`src/hw/dft_regs.vh`:
```
`ifndef DFT_REGS_VH
`define DFT_REGS_VH
// ****************************************
// Register map (byte addresses)
// ****************************************
`define DFT_ADDR_CTRL     4'h0
`define DFT_ADDR_TIMEOUT  4'h4
`define DFT_ADDR_STATUS   4'h8
`define DFT_ADDR_LOCKOUT  4'hC
// Control register fields
`define DFT_CTRL_FBUS     0
`define DFT_CTRL_MB_WD    1
`define DFT_CTRL_CAN_WD   2
`define DFT_CTRL_RST_BIT  3
`define DFT_CTRL_RESET    4'h0
`define DFT_TMO_RESET     16'h03E8
// Status register fields
`define DFT_ST_LOCK       8
`define DFT_ST_OUT_EN     9
`define DFT_ST_COLD       10
`define DFT_ST_CNT_LO     12
// AXI responses
`define DFT_RESP_OKAY     2'h0
`define DFT_RESP_SLVERR   2'h2
// ****************************************
// Trip codes (value equals decimal code)
// ****************************************
`define DFT_CODE_NONE     8'h00
`define DFT_CODE_BRK_OC   8'h01
`define DFT_CODE_BRK_OVL  8'h02
`define DFT_CODE_OUT_OC   8'h03
`define DFT_CODE_MOT_OVL  8'h04
`define DFT_CODE_DC_OV    8'h06
`define DFT_CODE_DC_UV    8'h07
`define DFT_CODE_HS_OT    8'h08
`define DFT_CODE_COLD     8'h09
`define DFT_CODE_DEFAULTS 8'h0A
`define DFT_CODE_EXT      8'h0B
`define DFT_CODE_RIPPLE   8'h0D
`define DFT_CODE_PH_LOSS  8'h0E
`define DFT_CODE_HW_OC    8'h0F
`define DFT_CODE_MEM_IO   8'h11
`define DFT_CODE_AI_LOST  8'h12
`define DFT_CODE_MEM_DSP  8'h13
`define DFT_CODE_PTC      8'h15
`define DFT_CODE_FAN      8'h16
`define DFT_CODE_INT_OT   8'h17
`define DFT_CODE_OUT_FLT  8'h1A
`define DFT_CODE_AUTOTUNE 8'h29
`define DFT_CODE_MB_LOSS  8'h32
`define DFT_CODE_CAN_LOSS 8'h33
// ****************************************
// Timing
// ****************************************
`define DFT_CLK_PS        25000
`define DFT_TICK_MS       1
`define DFT_LOCK_BASE_MS  17'h0_07D0
`define DFT_LOCK_MAX_SH   3'h5
`endif

```
`src/hw/dft_sync3.v`:
```
`timescale 1ns/1ps
`default_nettype none
// ****************************************
// Three-stage pin synchroniser
// ****************************************
module dft_sync3 #(
  parameter W = 1
) (
  // Clock and reset
  input  wire         aclk,
  input  wire         aresetn,
  // Asynchronous pins and clean levels
  input  wire [W-1:0] pin_i,
  input  wire [W-1:0] reset_val,
  output reg  [W-1:0] level_q
);
  reg [W-1:0] s1_q; // Metastable stage, read only by s2_q
  reg [W-1:0] s2_q;
  reg [W-1:0] s3_q;
  // Output moves only when stages two and three agree, filtering one-cycle glitches
  always @(posedge aclk) begin
    if (!aresetn) begin
      s1_q    <= reset_val;
      s2_q    <= reset_val;
      s3_q    <= reset_val;
      level_q <= reset_val;
    end else begin
      s1_q    <= pin_i;
      s2_q    <= s1_q;
      s3_q    <= s2_q;
      level_q <= (s2_q & s3_q) | ((s2_q ^ s3_q) & level_q);
    end
  end
endmodule
`default_nettype wire

```
`src/hw/dft_ms_tick.v`:
```
`timescale 1ns/1ps
`default_nettype none
// ****************************************
// Millisecond enable divider
// ****************************************
module dft_ms_tick #(
  parameter CYC = 40000
) (
  // Clock and reset
  input  wire aclk,
  input  wire aresetn,
  // One-cycle enable every CYC cycles
  output reg  tick_q
);
  reg [31:0] cnt_q; // Cycle counter
  // Free-running count; the pulse is a clock enable, not a clock
  always @(posedge aclk) begin
    if (!aresetn) begin
      cnt_q  <= 32'h0000_0000;
      tick_q <= 1'b0;
    end else if (cnt_q == CYC - 1) begin
      cnt_q  <= 32'h0000_0000;
      tick_q <= 1'b1;
    end else begin
      cnt_q  <= cnt_q + 32'h0000_0001;
      tick_q <= 1'b0;
    end
  end
endmodule
`default_nettype wire

```
`src/hw/dft_trip_manager.v`:
```
// Summary of operation
// Brake overcurrent trips 01, resistor overload 02
// Output overcurrent 03, short-circuit overcurrent 15
// Sustained motor overload above 100% trips 04
// DC bus overvoltage 06, undervoltage 07
// Heatsink hot 08; cold 09 inhibits start
// Open external contact on input 3 trips 11
// Modbus poll timeout 50, CAN timeout 51
// Defaults loaded 10, ripple 13, phase loss 14
// Memory faults 17 and 19, analog loss 18
// PTC 21, fan 22, internal overtemperature 23
// Output fault 26, autotune fault 41
// Power, enable cycle or stop key reset
// Fieldbus control word rising bit resets trip
// Output and hardware overcurrent (03, 15) and motor overload (04) trips block reset during delay
// Lockout doubles 2 to 64 seconds
// Code held, output off until reset
`timescale 1ns/1ps
`default_nettype none
`include "dft_regs.vh"
module dft_trip_manager #(
  parameter TICK_CYC = (`DFT_TICK_MS * 1000000000) / `DFT_CLK_PS,
  parameter NF       = 19
) (
  // Clock and reset
  input  wire        aclk,
  input  wire        aresetn,
  // AXI4-Lite write address
  input  wire [3:0]  s_axi_awaddr,
  input  wire        s_axi_awvalid,
  output reg         s_axi_awready,
  // AXI4-Lite write data
  input  wire [31:0] s_axi_wdata,
  input  wire [3:0]  s_axi_wstrb,
  input  wire        s_axi_wvalid,
  output reg         s_axi_wready,
  // AXI4-Lite write response
  output reg  [1:0]  s_axi_bresp,
  output reg         s_axi_bvalid,
  input  wire        s_axi_bready,
  // AXI4-Lite read address
  input  wire [3:0]  s_axi_araddr,
  input  wire        s_axi_arvalid,
  output reg         s_axi_arready,
  // AXI4-Lite read data
  output reg  [31:0] s_axi_rdata,
  output reg  [1:0]  s_axi_rresp,
  output reg         s_axi_rvalid,
  input  wire        s_axi_rready,
  // Protection sense pins, active high unless noted
  input  wire        brake_oc_i,
  input  wire        brake_resistor_overload_trip,
  input  wire        out_oc_i,
  input  wire        motor_overload_i,
  input  wire        dc_ov_i,
  input  wire        dc_uv_i,
  input  wire        heatsink_ot_i,
  input  wire        ambient_cold_i,
  input  wire        ext_contact_closed_i,
  input  wire        bus_ripple_i,
  input  wire        phase_loss_i,
  input  wire        hardware_overcurrent_trip,
  input  wire        mem_io_fault_i,
  input  wire        analog_lost_i,
  input  wire        mem_dsp_fault_i,
  input  wire        motor_ptc_i,
  input  wire        fan_fault_i,
  input  wire        internal_ot_i,
  input  wire        output_fault_i,
  input  wire        autotune_fault_i,
  // Operator pins
  input  wire        enable_i,
  input  wire        stop_key_i,
  // Same-clock events from parameter and fieldbus logic
  input  wire        defaults_loaded_i,
  input  wire        modbus_poll_i,
  input  wire        can_frame_i,
  // Drive status
  output reg  [7:0]  trip_code_q,
  output wire        no_fault_indication,
  output wire        output_enable,
  output wire        start_inhibit
);
  // ****************************************
  // Pin synchronisation
  // ****************************************
  wire [NF-1:0] raw_pins;  // Fault pins, bit order matches code table
  wire [NF-1:0] flt;       // Clean fault levels
  wire [1:0]    op;        // Clean enable and stop key
  wire          tick;      // Millisecond enable
  assign raw_pins = {output_fault_i, internal_ot_i, fan_fault_i, motor_ptc_i, mem_dsp_fault_i,
                     analog_lost_i, mem_io_fault_i, hardware_overcurrent_trip, phase_loss_i,
                     bus_ripple_i, ~ext_contact_closed_i, ambient_cold_i, heatsink_ot_i,
                     dc_uv_i, dc_ov_i, motor_overload_i, out_oc_i,
                     brake_resistor_overload_trip, brake_oc_i};
  dft_sync3 #(.W(NF)) u_sync_flt (
    .aclk      (aclk),
    .aresetn   (aresetn),
    .pin_i     (raw_pins),
    .reset_val ({NF{1'b0}}),
    .level_q   (flt)
  );
  dft_sync3 #(.W(2)) u_sync_op (
    .aclk      (aclk),
    .aresetn   (aresetn),
    .pin_i     ({stop_key_i, enable_i}),
    .reset_val (2'h0),
    .level_q   (op)
  );
  dft_ms_tick #(.CYC(TICK_CYC)) u_tick (
    .aclk    (aclk),
    .aresetn (aresetn),
    .tick_q  (tick)
  );
  // ****************************************
  // Fault priority encoding
  // ****************************************
  // Lowest code wins when several faults rise together
  function [7:0] dft_encode;
    input [NF-1:0] f;
    input          dflt;
    input          mb;
    input          can;
    begin
      dft_encode = `DFT_CODE_NONE;
      if (can)          dft_encode = `DFT_CODE_CAN_LOSS;
      if (mb)           dft_encode = `DFT_CODE_MB_LOSS;
      if (f[18])        dft_encode = `DFT_CODE_OUT_FLT;
      if (f[17])        dft_encode = `DFT_CODE_INT_OT;
      if (f[16])        dft_encode = `DFT_CODE_FAN;
      if (f[15])        dft_encode = `DFT_CODE_PTC;
      if (f[14])        dft_encode = `DFT_CODE_MEM_DSP;
      if (f[13])        dft_encode = `DFT_CODE_AI_LOST;
      if (f[12])        dft_encode = `DFT_CODE_MEM_IO;
      if (f[11])        dft_encode = `DFT_CODE_HW_OC;
      if (f[10])        dft_encode = `DFT_CODE_PH_LOSS;
      if (f[9])         dft_encode = `DFT_CODE_RIPPLE;
      if (f[8])         dft_encode = `DFT_CODE_EXT;
      if (dflt)         dft_encode = `DFT_CODE_DEFAULTS;
      if (f[7])         dft_encode = `DFT_CODE_COLD;
      if (f[6])         dft_encode = `DFT_CODE_HS_OT;
      if (f[5])         dft_encode = `DFT_CODE_DC_UV;
      if (f[4])         dft_encode = `DFT_CODE_DC_OV;
      if (f[3])         dft_encode = `DFT_CODE_MOT_OVL;
      if (f[2])         dft_encode = `DFT_CODE_OUT_OC;
      if (f[1])         dft_encode = `DFT_CODE_BRK_OVL;
      if (f[0])         dft_encode = `DFT_CODE_BRK_OC;
    end
  endfunction
  // Autotune has no dedicated pin slot in the vector; it ranks just above the comms losses
  reg        mb_loss;      // Modbus watchdog expired
  reg        can_loss;     // CAN watchdog expired
  wire [7:0] new_code;     // Encoded pending fault
  assign new_code = (dft_encode(flt, defaults_loaded_i, 1'b0, 1'b0) != `DFT_CODE_NONE) ?
                    dft_encode(flt, defaults_loaded_i, 1'b0, 1'b0) :
                    (autotune_fault_i ? `DFT_CODE_AUTOTUNE :
                     dft_encode({NF{1'b0}}, 1'b0, mb_loss, can_loss));
  // ****************************************
  // Registers written by software and internal state
  // ****************************************
  reg  [3:0]  ctrl_q;      // Fieldbus, watchdog enables, control word reset bit
  reg  [15:0] tmo_q;       // Comms timeout in ms
  reg  [15:0] mb_cnt_q;    // Ms since last Modbus poll
  reg  [15:0] can_cnt_q;   // Ms since last CAN frame
  wire        lock_active; // Reset lockout running
  reg  [2:0]  trip_cnt_q;  // Repeat count of lockout trips, saturates
  reg  [16:0] lock_ms_q;   // Remaining lockout time in ms
  reg  [1:0]  op_d1_q;     // Previous enable and stop key levels
  reg         fb_rst_q;    // Control word rising-edge request
  // ****************************************
  // AXI4-Lite write channel
  // ****************************************
  reg         aw_hold_q;   // Address taken, waiting for data
  reg         w_hold_q;    // Data taken, waiting for address
  reg  [3:0]  awaddr_q;
  reg  [31:0] wdata_q;
  reg  [3:0]  wstrb_q;
  wire        wr_go;       // Both halves present, response free
  assign wr_go = aw_hold_q & w_hold_q & ~s_axi_bvalid;
  // Accept address and data in any order; answer once both are in
  always @(posedge aclk) begin
    if (!aresetn) begin
      aw_hold_q     <= 1'b0;
      w_hold_q      <= 1'b0;
      awaddr_q      <= 4'h0;
      wdata_q       <= 32'h0000_0000;
      wstrb_q       <= 4'h0;
      s_axi_awready <= 1'b0;
      s_axi_wready  <= 1'b0;
      s_axi_bvalid  <= 1'b0;
      s_axi_bresp   <= `DFT_RESP_OKAY;
    end else begin
      s_axi_awready <= ~aw_hold_q & ~s_axi_awready & s_axi_awvalid;
      s_axi_wready  <= ~w_hold_q & ~s_axi_wready & s_axi_wvalid;
      if (s_axi_awvalid & s_axi_awready) begin
        aw_hold_q <= 1'b1;
        awaddr_q  <= s_axi_awaddr;
      end
      if (s_axi_wvalid & s_axi_wready) begin
        w_hold_q <= 1'b1;
        wdata_q  <= s_axi_wdata;
        wstrb_q  <= s_axi_wstrb;
      end
      if (wr_go) begin
        aw_hold_q    <= 1'b0;
        w_hold_q     <= 1'b0;
        s_axi_bvalid <= 1'b1;
        // Only control and timeout are writable; others are errors
        s_axi_bresp  <= (awaddr_q == `DFT_ADDR_CTRL || awaddr_q == `DFT_ADDR_TIMEOUT) ?
                        `DFT_RESP_OKAY : `DFT_RESP_SLVERR;
      end else if (s_axi_bready) begin
        s_axi_bvalid <= 1'b0;
      end
    end
  end
  // Register store with byte enables
  always @(posedge aclk) begin
    if (!aresetn) begin
      ctrl_q   <= `DFT_CTRL_RESET;
      tmo_q    <= `DFT_TMO_RESET;
      fb_rst_q <= 1'b0;
    end else begin
      fb_rst_q <= 1'b0;
      if (wr_go && awaddr_q == `DFT_ADDR_CTRL && wstrb_q[0]) begin
        ctrl_q   <= wdata_q[3:0];
        // Only a 0 to 1 change of the reset bit counts, and only under fieldbus control
        fb_rst_q <= ctrl_q[`DFT_CTRL_FBUS] & wdata_q[`DFT_CTRL_FBUS] &
                    ~ctrl_q[`DFT_CTRL_RST_BIT] & wdata_q[`DFT_CTRL_RST_BIT];
      end
      if (wr_go && awaddr_q == `DFT_ADDR_TIMEOUT) begin
        if (wstrb_q[0]) tmo_q[7:0]  <= wdata_q[7:0];
        if (wstrb_q[1]) tmo_q[15:8] <= wdata_q[15:8];
      end
    end
  end
  // ****************************************
  // AXI4-Lite read channel
  // ****************************************
  always @(posedge aclk) begin
    if (!aresetn) begin
      s_axi_arready <= 1'b0;
      s_axi_rvalid  <= 1'b0;
      s_axi_rdata   <= 32'h0000_0000;
      s_axi_rresp   <= `DFT_RESP_OKAY;
    end else begin
      s_axi_arready <= ~s_axi_arready & ~s_axi_rvalid & s_axi_arvalid;
      if (s_axi_arvalid & s_axi_arready) begin
        s_axi_rvalid <= 1'b1;
        s_axi_rresp  <= `DFT_RESP_OKAY;
        case (s_axi_araddr)
          `DFT_ADDR_CTRL:    s_axi_rdata <= {28'h000_0000, ctrl_q};
          `DFT_ADDR_TIMEOUT: s_axi_rdata <= {16'h0000, tmo_q};
          `DFT_ADDR_STATUS:  s_axi_rdata <= {17'h0_0000, trip_cnt_q, 1'b0, start_inhibit,
                                             output_enable, lock_active, trip_code_q};
          `DFT_ADDR_LOCKOUT: s_axi_rdata <= {15'h0000, lock_ms_q};
          default: begin
            s_axi_rdata <= 32'h0000_0000;
            s_axi_rresp <= `DFT_RESP_SLVERR;
          end
        endcase
      end else if (s_axi_rready) begin
        s_axi_rvalid <= 1'b0;
      end
    end
  end
  // ****************************************
  // Fieldbus watchdogs
  // ****************************************
  // Counts stall at the limit so a lost link keeps asserting its loss
  always @(posedge aclk) begin
    if (!aresetn) begin
      mb_cnt_q  <= 16'h0000;
      can_cnt_q <= 16'h0000;
      mb_loss   <= 1'b0;
      can_loss  <= 1'b0;
    end else begin
      if (modbus_poll_i || !ctrl_q[`DFT_CTRL_MB_WD])
        mb_cnt_q <= 16'h0000;
      else if (tick && mb_cnt_q != tmo_q)
        mb_cnt_q <= mb_cnt_q + 16'h0001;
      if (can_frame_i || !ctrl_q[`DFT_CTRL_CAN_WD])
        can_cnt_q <= 16'h0000;
      else if (tick && can_cnt_q != tmo_q)
        can_cnt_q <= can_cnt_q + 16'h0001;
      mb_loss  <= ctrl_q[`DFT_CTRL_MB_WD] & ~modbus_poll_i & (mb_cnt_q == tmo_q);
      can_loss <= ctrl_q[`DFT_CTRL_CAN_WD] & ~can_frame_i & (can_cnt_q == tmo_q);
    end
  end
  // ****************************************
  // Reset requests and lockout
  // ****************************************
  wire rst_req;            // Any reset request this cycle
  wire lock_trip;          // New trip is one of the lockout codes
  assign lock_active = (lock_ms_q != 17'h0_0000);
  // Enable rising edge means it was removed and reapplied; stop key on its press
  assign rst_req = (op[0] & ~op_d1_q[0]) | (op[1] & ~op_d1_q[1]) | fb_rst_q;
  assign lock_trip = (new_code == `DFT_CODE_OUT_OC) | (new_code == `DFT_CODE_MOT_OVL) |
                     (new_code == `DFT_CODE_HW_OC);
  // Trip latch: the first code is held, later faults do not overwrite it
  always @(posedge aclk) begin
    if (!aresetn) begin
      // Power-up clears trip and repeat count
      trip_code_q <= `DFT_CODE_NONE;
      trip_cnt_q  <= 3'h0;
      lock_ms_q   <= 17'h0_0000;
      op_d1_q     <= 2'h0;
    end else begin
      op_d1_q <= op;
      if (trip_code_q == `DFT_CODE_NONE) begin
        if (new_code != `DFT_CODE_NONE) begin
          trip_code_q <= new_code;
          if (lock_trip) begin
            // 2 s shifted by the repeat count, capped at 64 s
            lock_ms_q <= `DFT_LOCK_BASE_MS << trip_cnt_q;
            if (trip_cnt_q != `DFT_LOCK_MAX_SH)
              trip_cnt_q <= trip_cnt_q + 3'h1;
          end
        end
      end else if (rst_req && !lock_active) begin
        // A still-present fault simply trips again on the next cycle
        trip_code_q <= `DFT_CODE_NONE;
      end
      if (tick && lock_active)
        lock_ms_q <= lock_ms_q - 17'h0_0001;
    end
  end
  // ****************************************
  // Drive outputs
  // ****************************************
  assign no_fault_indication = (trip_code_q == `DFT_CODE_NONE);
  // Cold ambient blocks start even after the trip itself is reset
  assign start_inhibit = flt[7];
  assign output_enable = no_fault_indication & op[0] & ~start_inhibit;
endmodule
`default_nettype wire

```
`config.mk`:
```
export PLATFORM = sky130hd
export DESIGN_NAME = dft_trip_manager
export DESIGN_NICKNAME = d
export VERILOG_FILES = /design/src/hw/dft_sync3.v /design/src/hw/dft_ms_tick.v /design/src/hw/dft_trip_manager.v
export VERILOG_INCLUDE_DIRS = /design/src /design/src/hw
export SDC_FILE = /design/constraint.sdc
export NUM_CORES = 1
export LEC_CHECK = 0
export BUFFER_PORTS_ARGS = -buffer_cell sky130_fd_sc_hd__buf_2
export CELL_PAD_IN_SITES_DETAIL_PLACEMENT = 1
export CELL_PAD_IN_SITES_GLOBAL_PLACEMENT = 2
export CORE_MARGIN = 2
export CORE_UTILIZATION = 38
export DETAILED_ROUTE_END_ITERATION = 8
export HOLD_SLACK_MARGIN = 0.06
export PLACE_DENSITY = 0.8
export SYNTH_ARGS = -nofsm -noshare
export SYNTH_HDL_FRONTEND = slang
export SYNTH_SLANG_ARGS = --single-unit
```
`constraint.sdc`:
```
create_clock -name aclk -period 5.63 [get_ports aclk]
set_input_delay 0 -clock aclk [delete_from_list [all_inputs] [get_ports aclk]]
set_output_delay 0 -clock aclk [all_outputs]
set_load 0.02 [all_outputs]
```
; ---- After elaboration in Yosys (flattened, before gate mapping)
; Cells that the tools add are included.
[word_totals]
reg_bits = 267
elab_cells = 179
output_inout_bits = 52
mem_count = 0
romBits = 0
ram_bits = 0
input_bits = 76
latch_bits = 0
[op_classes]
n_lt_le_gt_ge = 0
n_reduce_logical = 36
eq_ne = 14
add_sub_neg = 5
shifts = 1
n_bitwise = 49
n_div = 0
muxes = 39
multipliers = 0
[ops]
columns = operator, n
row1 = $mux 8, 25
row2 = $mux 17, 4
row3 = $pmux 17 s4, 1
row4 = $and 19x19->19, 2
row5 = $add 16x1->16 const B, 2
row6 = $add 32x1->32 const B, 1
row7 = $eq 16x16->1, 2
row8 = $eq 32x16->1 const B, 1
row9 = $ne 16x16->1, 2
row10 = $and 1x1->1, 22
row11 = $or 19x19->19, 1
row12 = $xor 19x19->19, 1
row13 = $reduce_bool 17->1, 1
row14 = $shl 11x3->17 const A, 1
row15 = $sub 17x1->17 const B, 1
row16 = $reduce_bool 8->1, 2
row17 = $not 1->1, 15
row18 = $reduce_bool 2->1, 6
row19 = $eq 4x3->1 const B, 2
row20 = $eq 4x4->1 const B, 2
row21 = $eq 8x2->1 const B, 1
row22 = $eq 8x3->1 const B, 1
row23 = $eq 8x4->1 const B, 1
row24 = $logic_not 4->1, 2
row25 = other kinds (20), 45

; ---- Logic depth before layout (Yosys ltp)
; Gate-level depths: netlist of run 1.
[depth]
depth_word = 29
mapped_depth = 12
depth_no_buf = 10

; ---- By module
; Synthesis of run 1 repeated with hierarchy kept, for this count alone.
[hier_totals]
cells_unflattened = 1286
area_unflattened_um2 = 11063.1
[by_module_without_submodules]
columns = mod, n_inst, area_per_inst_um2, cells_per_inst, seq_area_each_um2
row1 = dft_trip_manager, 1, 6437.4, 771, 2622.5
row2 = dft_sync3 at u_sync_flt, 1, 2728.9, 298, 1521.5
row3 = dft_ms_tick, 1, 1600.3, 186, 660.6
row4 = dft_sync3 at u_sync_op, 1, 296.5, 31, 160.2

; ---- Worst setup path after synthesis of run 1
; OpenSTA, ideal clock, no wires.
[synth_path]
path_kind = register -> register
start = reg u_sync_flt.level_q[7]
end = reg lock_ms_q[16]
t_required_ns = 5.556
synth_period_minus_slack_ns = 2.838
setup_time_ns = 0.074
arrival_time_ns = 2.763
path_buffers = 1
path_slack_ns = 2.792
stages_incl_launch_ff = 10
path_cell_list = dfxtp_1 > nor4_1 > and2_1 > a31oi_1 > o32a_1 > or4_1 > and3_1 > buf_6 > or4_1 > o21ai_0
[synth_between]
elab_chain_cells = 15
elab_cells_between_ends = 19
classes_between = eq/ne (3) / mux (9) / bitwise (2) / reduce/logical (5)
[synth_rtl]
columns = element, line
row1 = from (decl), dft_sync3.v:15  ; output reg [W-1:0] level_q
row2 = from (signal assigned), dft_sync3.v:26  ; level_q <= reset_val;
row3 = from (signal assigned), dft_sync3.v:31  ; level_q <= (s2_q & s3_q) | ((s2_q ^ s3_q) & level_q);
row4 = $mux 8 *, dft_trip_manager.v:140  ; if (f[7]) dft_encode = `DFT_CODE_COLD;
row5 = $mux 8 *, dft_trip_manager.v:141  ; if (f[6]) dft_encode = `DFT_CODE_HS_OT;
row6 = $mux 8 *, dft_trip_manager.v:142  ; if (f[5]) dft_encode = `DFT_CODE_DC_UV;
row7 = $mux 8 *, dft_trip_manager.v:143  ; if (f[4]) dft_encode = `DFT_CODE_DC_OV;
row8 = $mux 8 *, dft_trip_manager.v:144  ; if (f[3]) dft_encode = `DFT_CODE_MOT_OVL;
row9 = $mux 8 *, dft_trip_manager.v:145  ; if (f[2]) dft_encode = `DFT_CODE_OUT_OC;
row10 = $mux 8 *, dft_trip_manager.v:146  ; if (f[1]) dft_encode = `DFT_CODE_BRK_OVL;
row11 = $mux 8 *, dft_trip_manager.v:147  ; if (f[0]) dft_encode = `DFT_CODE_BRK_OC;
row12 = $reduce_bool 8->1 (no source line), --
row13 = $mux 8 *, dft_trip_manager.v:154  ; assign new_code = (dft_encode(flt, defaults_loaded_i, 1'b0, 1'b0) != `DFT_CODE_NONE) ?
row14 = $eq 8x2->1 (no source line) / $eq 8x3->1 (equally long branches), --
row15 = $or 1x1->1 (2 in series), dft_trip_manager.v:297  ; assign lock_trip = (new_code == `DFT_CODE_OUT_OC) | (new_code == `DFT_CODE_MOT_OVL) |
row16 = $reduce_bool 2->1 (no source line), --
row17 = $reduce_and 3->1 (no source line) *, --
row18 = to (signal assigned), dft_trip_manager.v:314  ; lock_ms_q <= `DFT_LOCK_BASE_MS << trip_cnt_q;
row19 = to (signal assigned), dft_trip_manager.v:324  ; lock_ms_q <= lock_ms_q - 17'h0_0001;
row20 = to (decl), dft_trip_manager.v:167  ; reg [16:0] lock_ms_q;
; Mark *: on every way between the ends. The rest lies on a longest branch, timed or not.
; A chain may end at the register's enable or synchronous reset.

; ---- Worst setup path after layout of run 1
[layout_path]
start = reg lock_ms_q[0]
end = reg lock_ms_q[15]
[layout_between]
elab_chain_cells = 4
elab_cells_between_ends = 8
classes_between = add/sub (1) / mux (1) / reduce/logical (6)
[layout_rtl]
columns = element
row1 = branches (longest 4 deep; another with $sub 17x1->17)
; Several ways; the timed one is not identified.

==> reports/qor.yml, run 1 <==
drtIter0Drc: 503
antenna_found_initial: 0
crit-reg2reg-launch: "lock_ms_q[0]$_SDFFE_PN0P_"
crit_fanout: 18
core-area_sq_um: 27100
skew_ns: 0.00753
grt_pass1_wl_mm: 48.0
initial_utilization: 0.388
max_freq_mhz: 285
clk_latency_ns: 0.54
final_common_cell: "dfxtp_1"
vias_per_cell: 5.20
min_path_type: "input port to flop"
hold_viol: 0
remaining_drc_errors: 0
slew_headroom: 0.235
dieArea_sq_um: 29000
ys_seq_area_frac: 0.472
grt_use_total: 0.207
syn_area_sq_um: 10500
ys_warn_count: 0
period_needed_ns: 3.51
grt_overflow: 0
ys_top_cells_by_area: "dfxtp_1, a21oi_1, nor2_1"
cts_setup_buffers: 0
post-route-period-util: 0.623
h-tree-depth: 1
layout_common_cells: "dfxtp_1, nor2_1, nand2_1, a21oi_1, buf_2"
drt-pass1-iter-count: 5
path_clk_slew_ns: 0.06
yosysTopAreaCellShare: 0.472
clock_sinks: 248
min-delay-start: "defaults_loaded_i"
r2r_cells: 10
hpwl_mm: 20.0
async_reset_ff_frac: 0
clock-root-buffer: "clkbuf_16"
synthCells: 1204
portBuffers: 90
synthFlopType: "dfxtp_1"
ios: 128
synth_edf_count: 0
ir_drop_mv: 0.177
cts.repair.resized: 0
wirelength_mm: 29.8
ctsHoldBuffers: 58
p_per_area_nw_per_um2: 309
wl_per_cell_um: 17.2
path_class: "flop to flop"
grt_max_degree: 58
rows: 60
maxCapViolCount: 0
whs_endpoint: "trip_code_q[2]$_SDFFE_PN0P_"
clock_path_buffers: 3
finalSetupViolCount: 0
yosys_register_bits: 248
synth.largest_area_cell: "dfxtp_1"
setup_tns_ns: 0
hold_depth: 6
cp.required_ns: 6.12
areaGrowthSynthToFinish_pct: 20.6
r2r-end: "lock_ms_q[15]$_SDFFE_PN0P_"
antenna_left: 0
whs_ns: 0.105
tritoncts: "done"
startpoint_type: "flop"
p_leak_uw: 0.00498
slew_viol_final: 0
grt_pass1_vias: 8946
syn_avg_cell_area_sq_um: 8.74
layout-drive-gt1-share: 0.114
end_kind: "flop"
synth_cell_type_count: 65
diodes: 0
rsz0062_at_grt: "false"
die_w_um: 170
rrSetupSlack_ns: 2.12
numCtsBuffers: 27
worst_ep_arrival_time_ns: 3.99
outcome: "completed"
place.gp.congestion: 0.787
worst_pin_slew_ns: 1.14
vias: 8980
die_y_um: 170
nets: 1441
-- critical path, stage by stage (launching register included) --
cell and delay (ns):
dfxtp_1 0.33, inv_1 0.08, ha_1 0.18, or4b_2 0.66, nor4_2 0.36, nand2_1 0.18, nor4_2 0.46, nor2_1 0.42
or3_1 0.42, o32ai_1 0.23, o21a_1 0.13
-- kinds of logic after synthesis --
kind of cell	after synthesis	synth area share
buf+inv	96	0.0422
mux	15	0.0147
fa+ha+maj	31	0.0369
simple gates	516	0.243
flops	248	0.472
compound gates	220	0.127
xor+xnor	77	0.0641
other cells	1	0.000356
-- where the power goes --
group	internal [uW]	total, uW	switching [uW]
logic	104	275	171
registers	1790	1820	28.3
clock network	1100	1820	725
total	2990	3920	924
-- area by class of cell --
class	instances	area, sq um
well taps	372	465
multi-input cells	878	5180
clock inverters	10	133
repair buffers	153	1070
inverters	26	97.6
fillers	3179	14400
flip-flops and latches	248	4960
clock buffers	39	781
-- how the worst max path moves through the flow --
stage	endpoint	from	cells past startpoint	slack, ns
floorplan	lock_ms_q[16]$_SDFFE_PN0P_	u_sync_flt.level_q[7]$_SDFF_PN0_	9	2.79
global placement	lock_ms_q[15]$_SDFFE_PN0P_	lock_ms_q[0]$_SDFFE_PN0P_	10	2.08
detailed placement	lock_ms_q[15]$_SDFFE_PN0P_	lock_ms_q[0]$_SDFFE_PN0P_	10	2.12
CTS	lock_ms_q[15]$_SDFFE_PN0P_	lock_ms_q[0]$_SDFFE_PN0P_	10	2.11
global route	lock_ms_q[15]$_SDFFE_PN0P_	lock_ms_q[0]$_SDFFE_PN0P_	10	1.84
finish	lock_ms_q[15]$_SDFFE_PN0P_	lock_ms_q[0]$_SDFFE_PN0P_	10	2.12
-- cells in the mapped netlist, drive strengths merged, types with 2 or more instances --
library cell  number
dfxtp            248
nor2             140
nand2            125
a21oi            108
and2              72
xor2              55
clkbuf            44
nand3             41
o21ai             34
ha                31
nor3              27
or3               27
buf               26
inv               26
xnor2             22
nor4              21
nand4             20
a22oi             13
a31oi             11
mux2i             11
a222oi             8
and3               8
nand2b             7
o31ai              7
or4                7
a211oi             5
o32ai              5
mux2               4
nand3b             4
nor4b              4
nor2b              3
o211ai             3
o21a               3
o21bai             3
or2                3
a221oi             2
a311oi             2
and4               2
nor3b              2
o2111ai            2
o311a              2
-- registers in the layout, indices dropped and copies added (netlist names), 4 cells and up --
signal and count:
trip_code_q 6, tmo_q 16, ctrl_q 4, u_sync_flt.s3_q 19, u_sync_flt.s2_q 19, wdata_q 16
awaddr_q 4, u_sync_flt.level_q 19, can_cnt_q 16, lock_ms_q 17, u_tick.cnt_q 32, s_axi_rdata 17
mb_cnt_q 16, u_sync_flt.s1_q 19
-- stage by stage --
step	power, uW	setup WS [ns]	util	std cells	cell area (sq um)
2_1_floorplan	2020	2.79	-	1222	10600
3_3_place_gp	2100	2.08	0.413	1619	11200
3_5_place_dp	2100	2.12	0.413	1619	11200
4_1_cts	3960	2.11	0.468	1726	12700
5_1_grt	4080	1.84	0.468	1726	12700
6_report	3920	2.12	0.468	1726	12700
-- per-layer routing --
| metal | vias to the layer above | track usage | part of all wire |
|---|---|---|---|
| li1 | 4411 | - | - |
| met2 | 134 | 0.348 | 0.47 |
| met3 | 41 | 0.0249 | 0.031 |
| met5 | - | 0 | 0 |
| met4 | 0 | 0.0479 | 0.019 |
| met1 | 4394 | 0.284 | 0.48 |
Note: power is estimated with default switching activity, not from simulation.
==> inputs of run 2 (changes only) <==
Settings changed: ABC_AREA set to 1, CORE_UTILIZATION 38 to 30, PLACE_DENSITY 0.8 to 0.71.
Clock period 5.63 ns to 2.9 ns, I/O delays scaled along.
==> reports/qor.yml, run 2 <==
largest_reg_flops: 32
wirelength_mm: 32.5
min_path_type: "input port to flop"
setup_tns_ns: 0
die_w_um: 197
clock-root-buffer: "clkbuf_16"
async_reset_ff_frac: 0
core-area_sq_um: 36600
final_area_sq_um: 13900
grt_pass1_vias: 10400
grt_use_total: 0.171
max_freq_mhz: 389
h-tree-depth: 1
ys_seq_area_frac: 0.445
synthFlopType: "dfxtp_1"
r2r-end: "mb_cnt_q[13]$_SDFFE_PP0P_"
die_y_um: 197
ys_top_cells_by_area: "dfxtp_1, nand2_1, inv_1"
synth_edf_count: 0
yosys_register_bits: 248
p_leak_uw: 0.00638
rrSetupSlack_ns: 0.33
tritoncts: "done"
remaining_drc_errors: 0
grt_pass1_wl_mm: 53.5
min-delay-start: "defaults_loaded_i"
cp.required_ns: 3.40
r2r_cells: 12
clock_sinks: 248
synth_common_cells: "nand2_1, dfxtp_1, inv_1"
multi_input_area_sq_um: 5050
placed_area_sq_um: 12100
hold_depth: 10
areaGrowthSynthToFinish_pct: 24.4
startpoint_type: "flop"
n_fill_cell: 4541
critPathBufInv: 1
path_class: "flop to flop"
portBuffers: 90
whs_endpoint: "trip_code_q[4]$_SDFFE_PN0P_"
drtIter0Drc: 361
clk_latency_ns: 0.56
finalSetupViolCount: 0
wl_per_cell_um: 14.9
nets: 1803
grt_overflow: 0
yosysTopAreaCellShare: 0.445
period_needed_ns: 2.57
drt-pass1-iter-count: 4
syn_area_sq_um: 11100
post-route-period-util: 0.888
synth.largest_area_cell: "dfxtp_1"
final-seq-area_sq_um: 4960
crit_slowest_cell: "dfxtp_1"
post-route-util: 0.379
syn_avg_cell_area_sq_um: 7.35
crit_fanout: 7
p_per_area_nw_per_um2: 560
ios: 128
stdcell_count: 2185
dieArea_sq_um: 38700
ys_warn_count: 0
path_cells: "inv_1 > o22ai_1 > nor2_1 > and3_1 > nand4_1 > nand2_1 > nor3_1 > nand3_1 > nor2_1 > nand2_1 > o21ai_0 > and3_1"
slew_viol_final: 0
layout_common_cells: "nand2_1, dfxtp_1, inv_1, nor2_1, a21oi_1"
diodes: 0
end_kind: "flop"
numCtsBuffers: 29
crit_family: "simple AND/OR/NAND/NOR gates"
initial_utilization: 0.304
place.gp.congestion: 0.820
skew_ns: 0.0114
max_stage_delay_ns: 0.37
vias_per_cell: 4.62
yosysMostFrequentCell: "nand2_1"
slew_headroom: 0.566
path_clk_slew_ns: 0.06
whs_ns: 0.159
grt_max_degree: 123
synth_cell_type_count: 45
vias: 10100
ir_drop_mv: 0.448
final_common_cell: "nand2_1"
layout-drive-gt1-share: 0.118
clock_path_buffers: 3
rsz0062_at_grt: "false"
maxCapViolCount: 0
regMostFlops: "u_tick.cnt_q"
antenna_found_initial: 0
worst_ep_arrival_time_ns: 3.07
worst_pin_slew_ns: 0.645
placed_cells: 2054
hpwl_mm: 23.7
crit-reg2reg-launch: "tmo_q[11]$_SDFFE_PN0P_"
hold_viol: 0
synthCells: 1516
rows: 70
outcome: "completed"
antenna_left: 0
-- run 2: logic make-up after synthesis --
kind of cell / synth area share
flops: 0.445
simple gates: 0.255
compound gates: 0.122
fa+ha+maj: 0.0348
buf+inv: 0.108
xor+xnor: 0.0346
other cells: 0.000336
-- run 2: layer usage --
metal | up-vias | track usage | routed length, um
li1 | 5175 | - | -
met1 | 4765 | 0.229 | 15800
met2 | 118 | 0.293 | 15200
met3 | 39 | 0.0200 | 910
met4 | 0 | 0.0384 | 613
met5 | - | 0 | 0
-- run 2: power breakdown --
| part | total [uW] | leakage, uW | switching, uW | internal (uW) |
|---|---|---|---|---|
| Sequential | 3540 | 0.00201 | 52.0 | 3490 |
| Clock | 3630 | 0.000463 | 1480 | 2150 |
| Combinational | 604 | 0.00391 | 363 | 241 |
| Total | 7770 | 0.00638 | 1900 | 5870 |
-- run 2: worst max path at each step --
| stage | start | to | slack, ns | cells after the start |
|---|---|---|---|---|
| floorplan | u_tick.cnt_q[0]$_SDFF_PP0_ | u_tick.cnt_q[30]$_SDFF_PP0_ | 0.65 | 15 |
| global placement | u_sync_flt.level_q[6]$_SDFF_PN0_ | lock_ms_q[9]$_SDFFE_PN0P_ | 0.36 | 18 |
| detailed placement | can_cnt_q[0]$_SDFFE_PP0P_ | can_cnt_q[14]$_SDFFE_PP0P_ | 0.31 | 11 |
| CTS | u_sync_flt.level_q[11]$_SDFF_PN0_ | lock_ms_q[5]$_SDFFE_PN0P_ | 0.28 | 17 |
| global route | u_sync_flt.level_q[14]$_SDFF_PN0_ | lock_ms_q[8]$_SDFFE_PN0P_ | 0.0004 | 18 |
| finish | tmo_q[11]$_SDFFE_PN0P_ | mb_cnt_q[13]$_SDFFE_PP0P_ | 0.33 | 12 |
-- run 2: repair_timing --
item                                    4_1_cts  5_1_grt
hold buffers                                 77        0
hold endpoints to repair                    161        0
setup buffers                                 0        2
endpoints found under the setup margin        0       13
gates resized for setup                       0        1
-- run 2: tightest hold or removal path: stages --
cell and delay (ns):
buf_2 0.11, inv_1 0.05, nand4_1 0.08, nor2_1 0.04, nand3_1 0.06, nor2_1 0.04
nand3_1 0.07, nand2_1 0.09, nand2_1 0.07, a21oi_1 0.06
-- run 2: cell type report --
type / instances / area share
Clock buffer: 41 / 0.0592
Clock inverter: 11 / 0.00902
Inverter: 240 / 0.0650
Multi-Input combinational cell: 987 / 0.364
Sequential cell: 248 / 0.358
Tap cell: 468 / 0.0422
Timing Repair Buffer: 190 / 0.102
-- run 2: per-stage QoR --
step,power [uW],worst slack (ns)
2_1_floorplan,3970,0.654
6_report,7770,0.326
3_3_place_gp,4140,0.365
3_5_place_dp,4150,0.312
5_1_grt,8160,0.000416
4_1_cts,7910,0.283
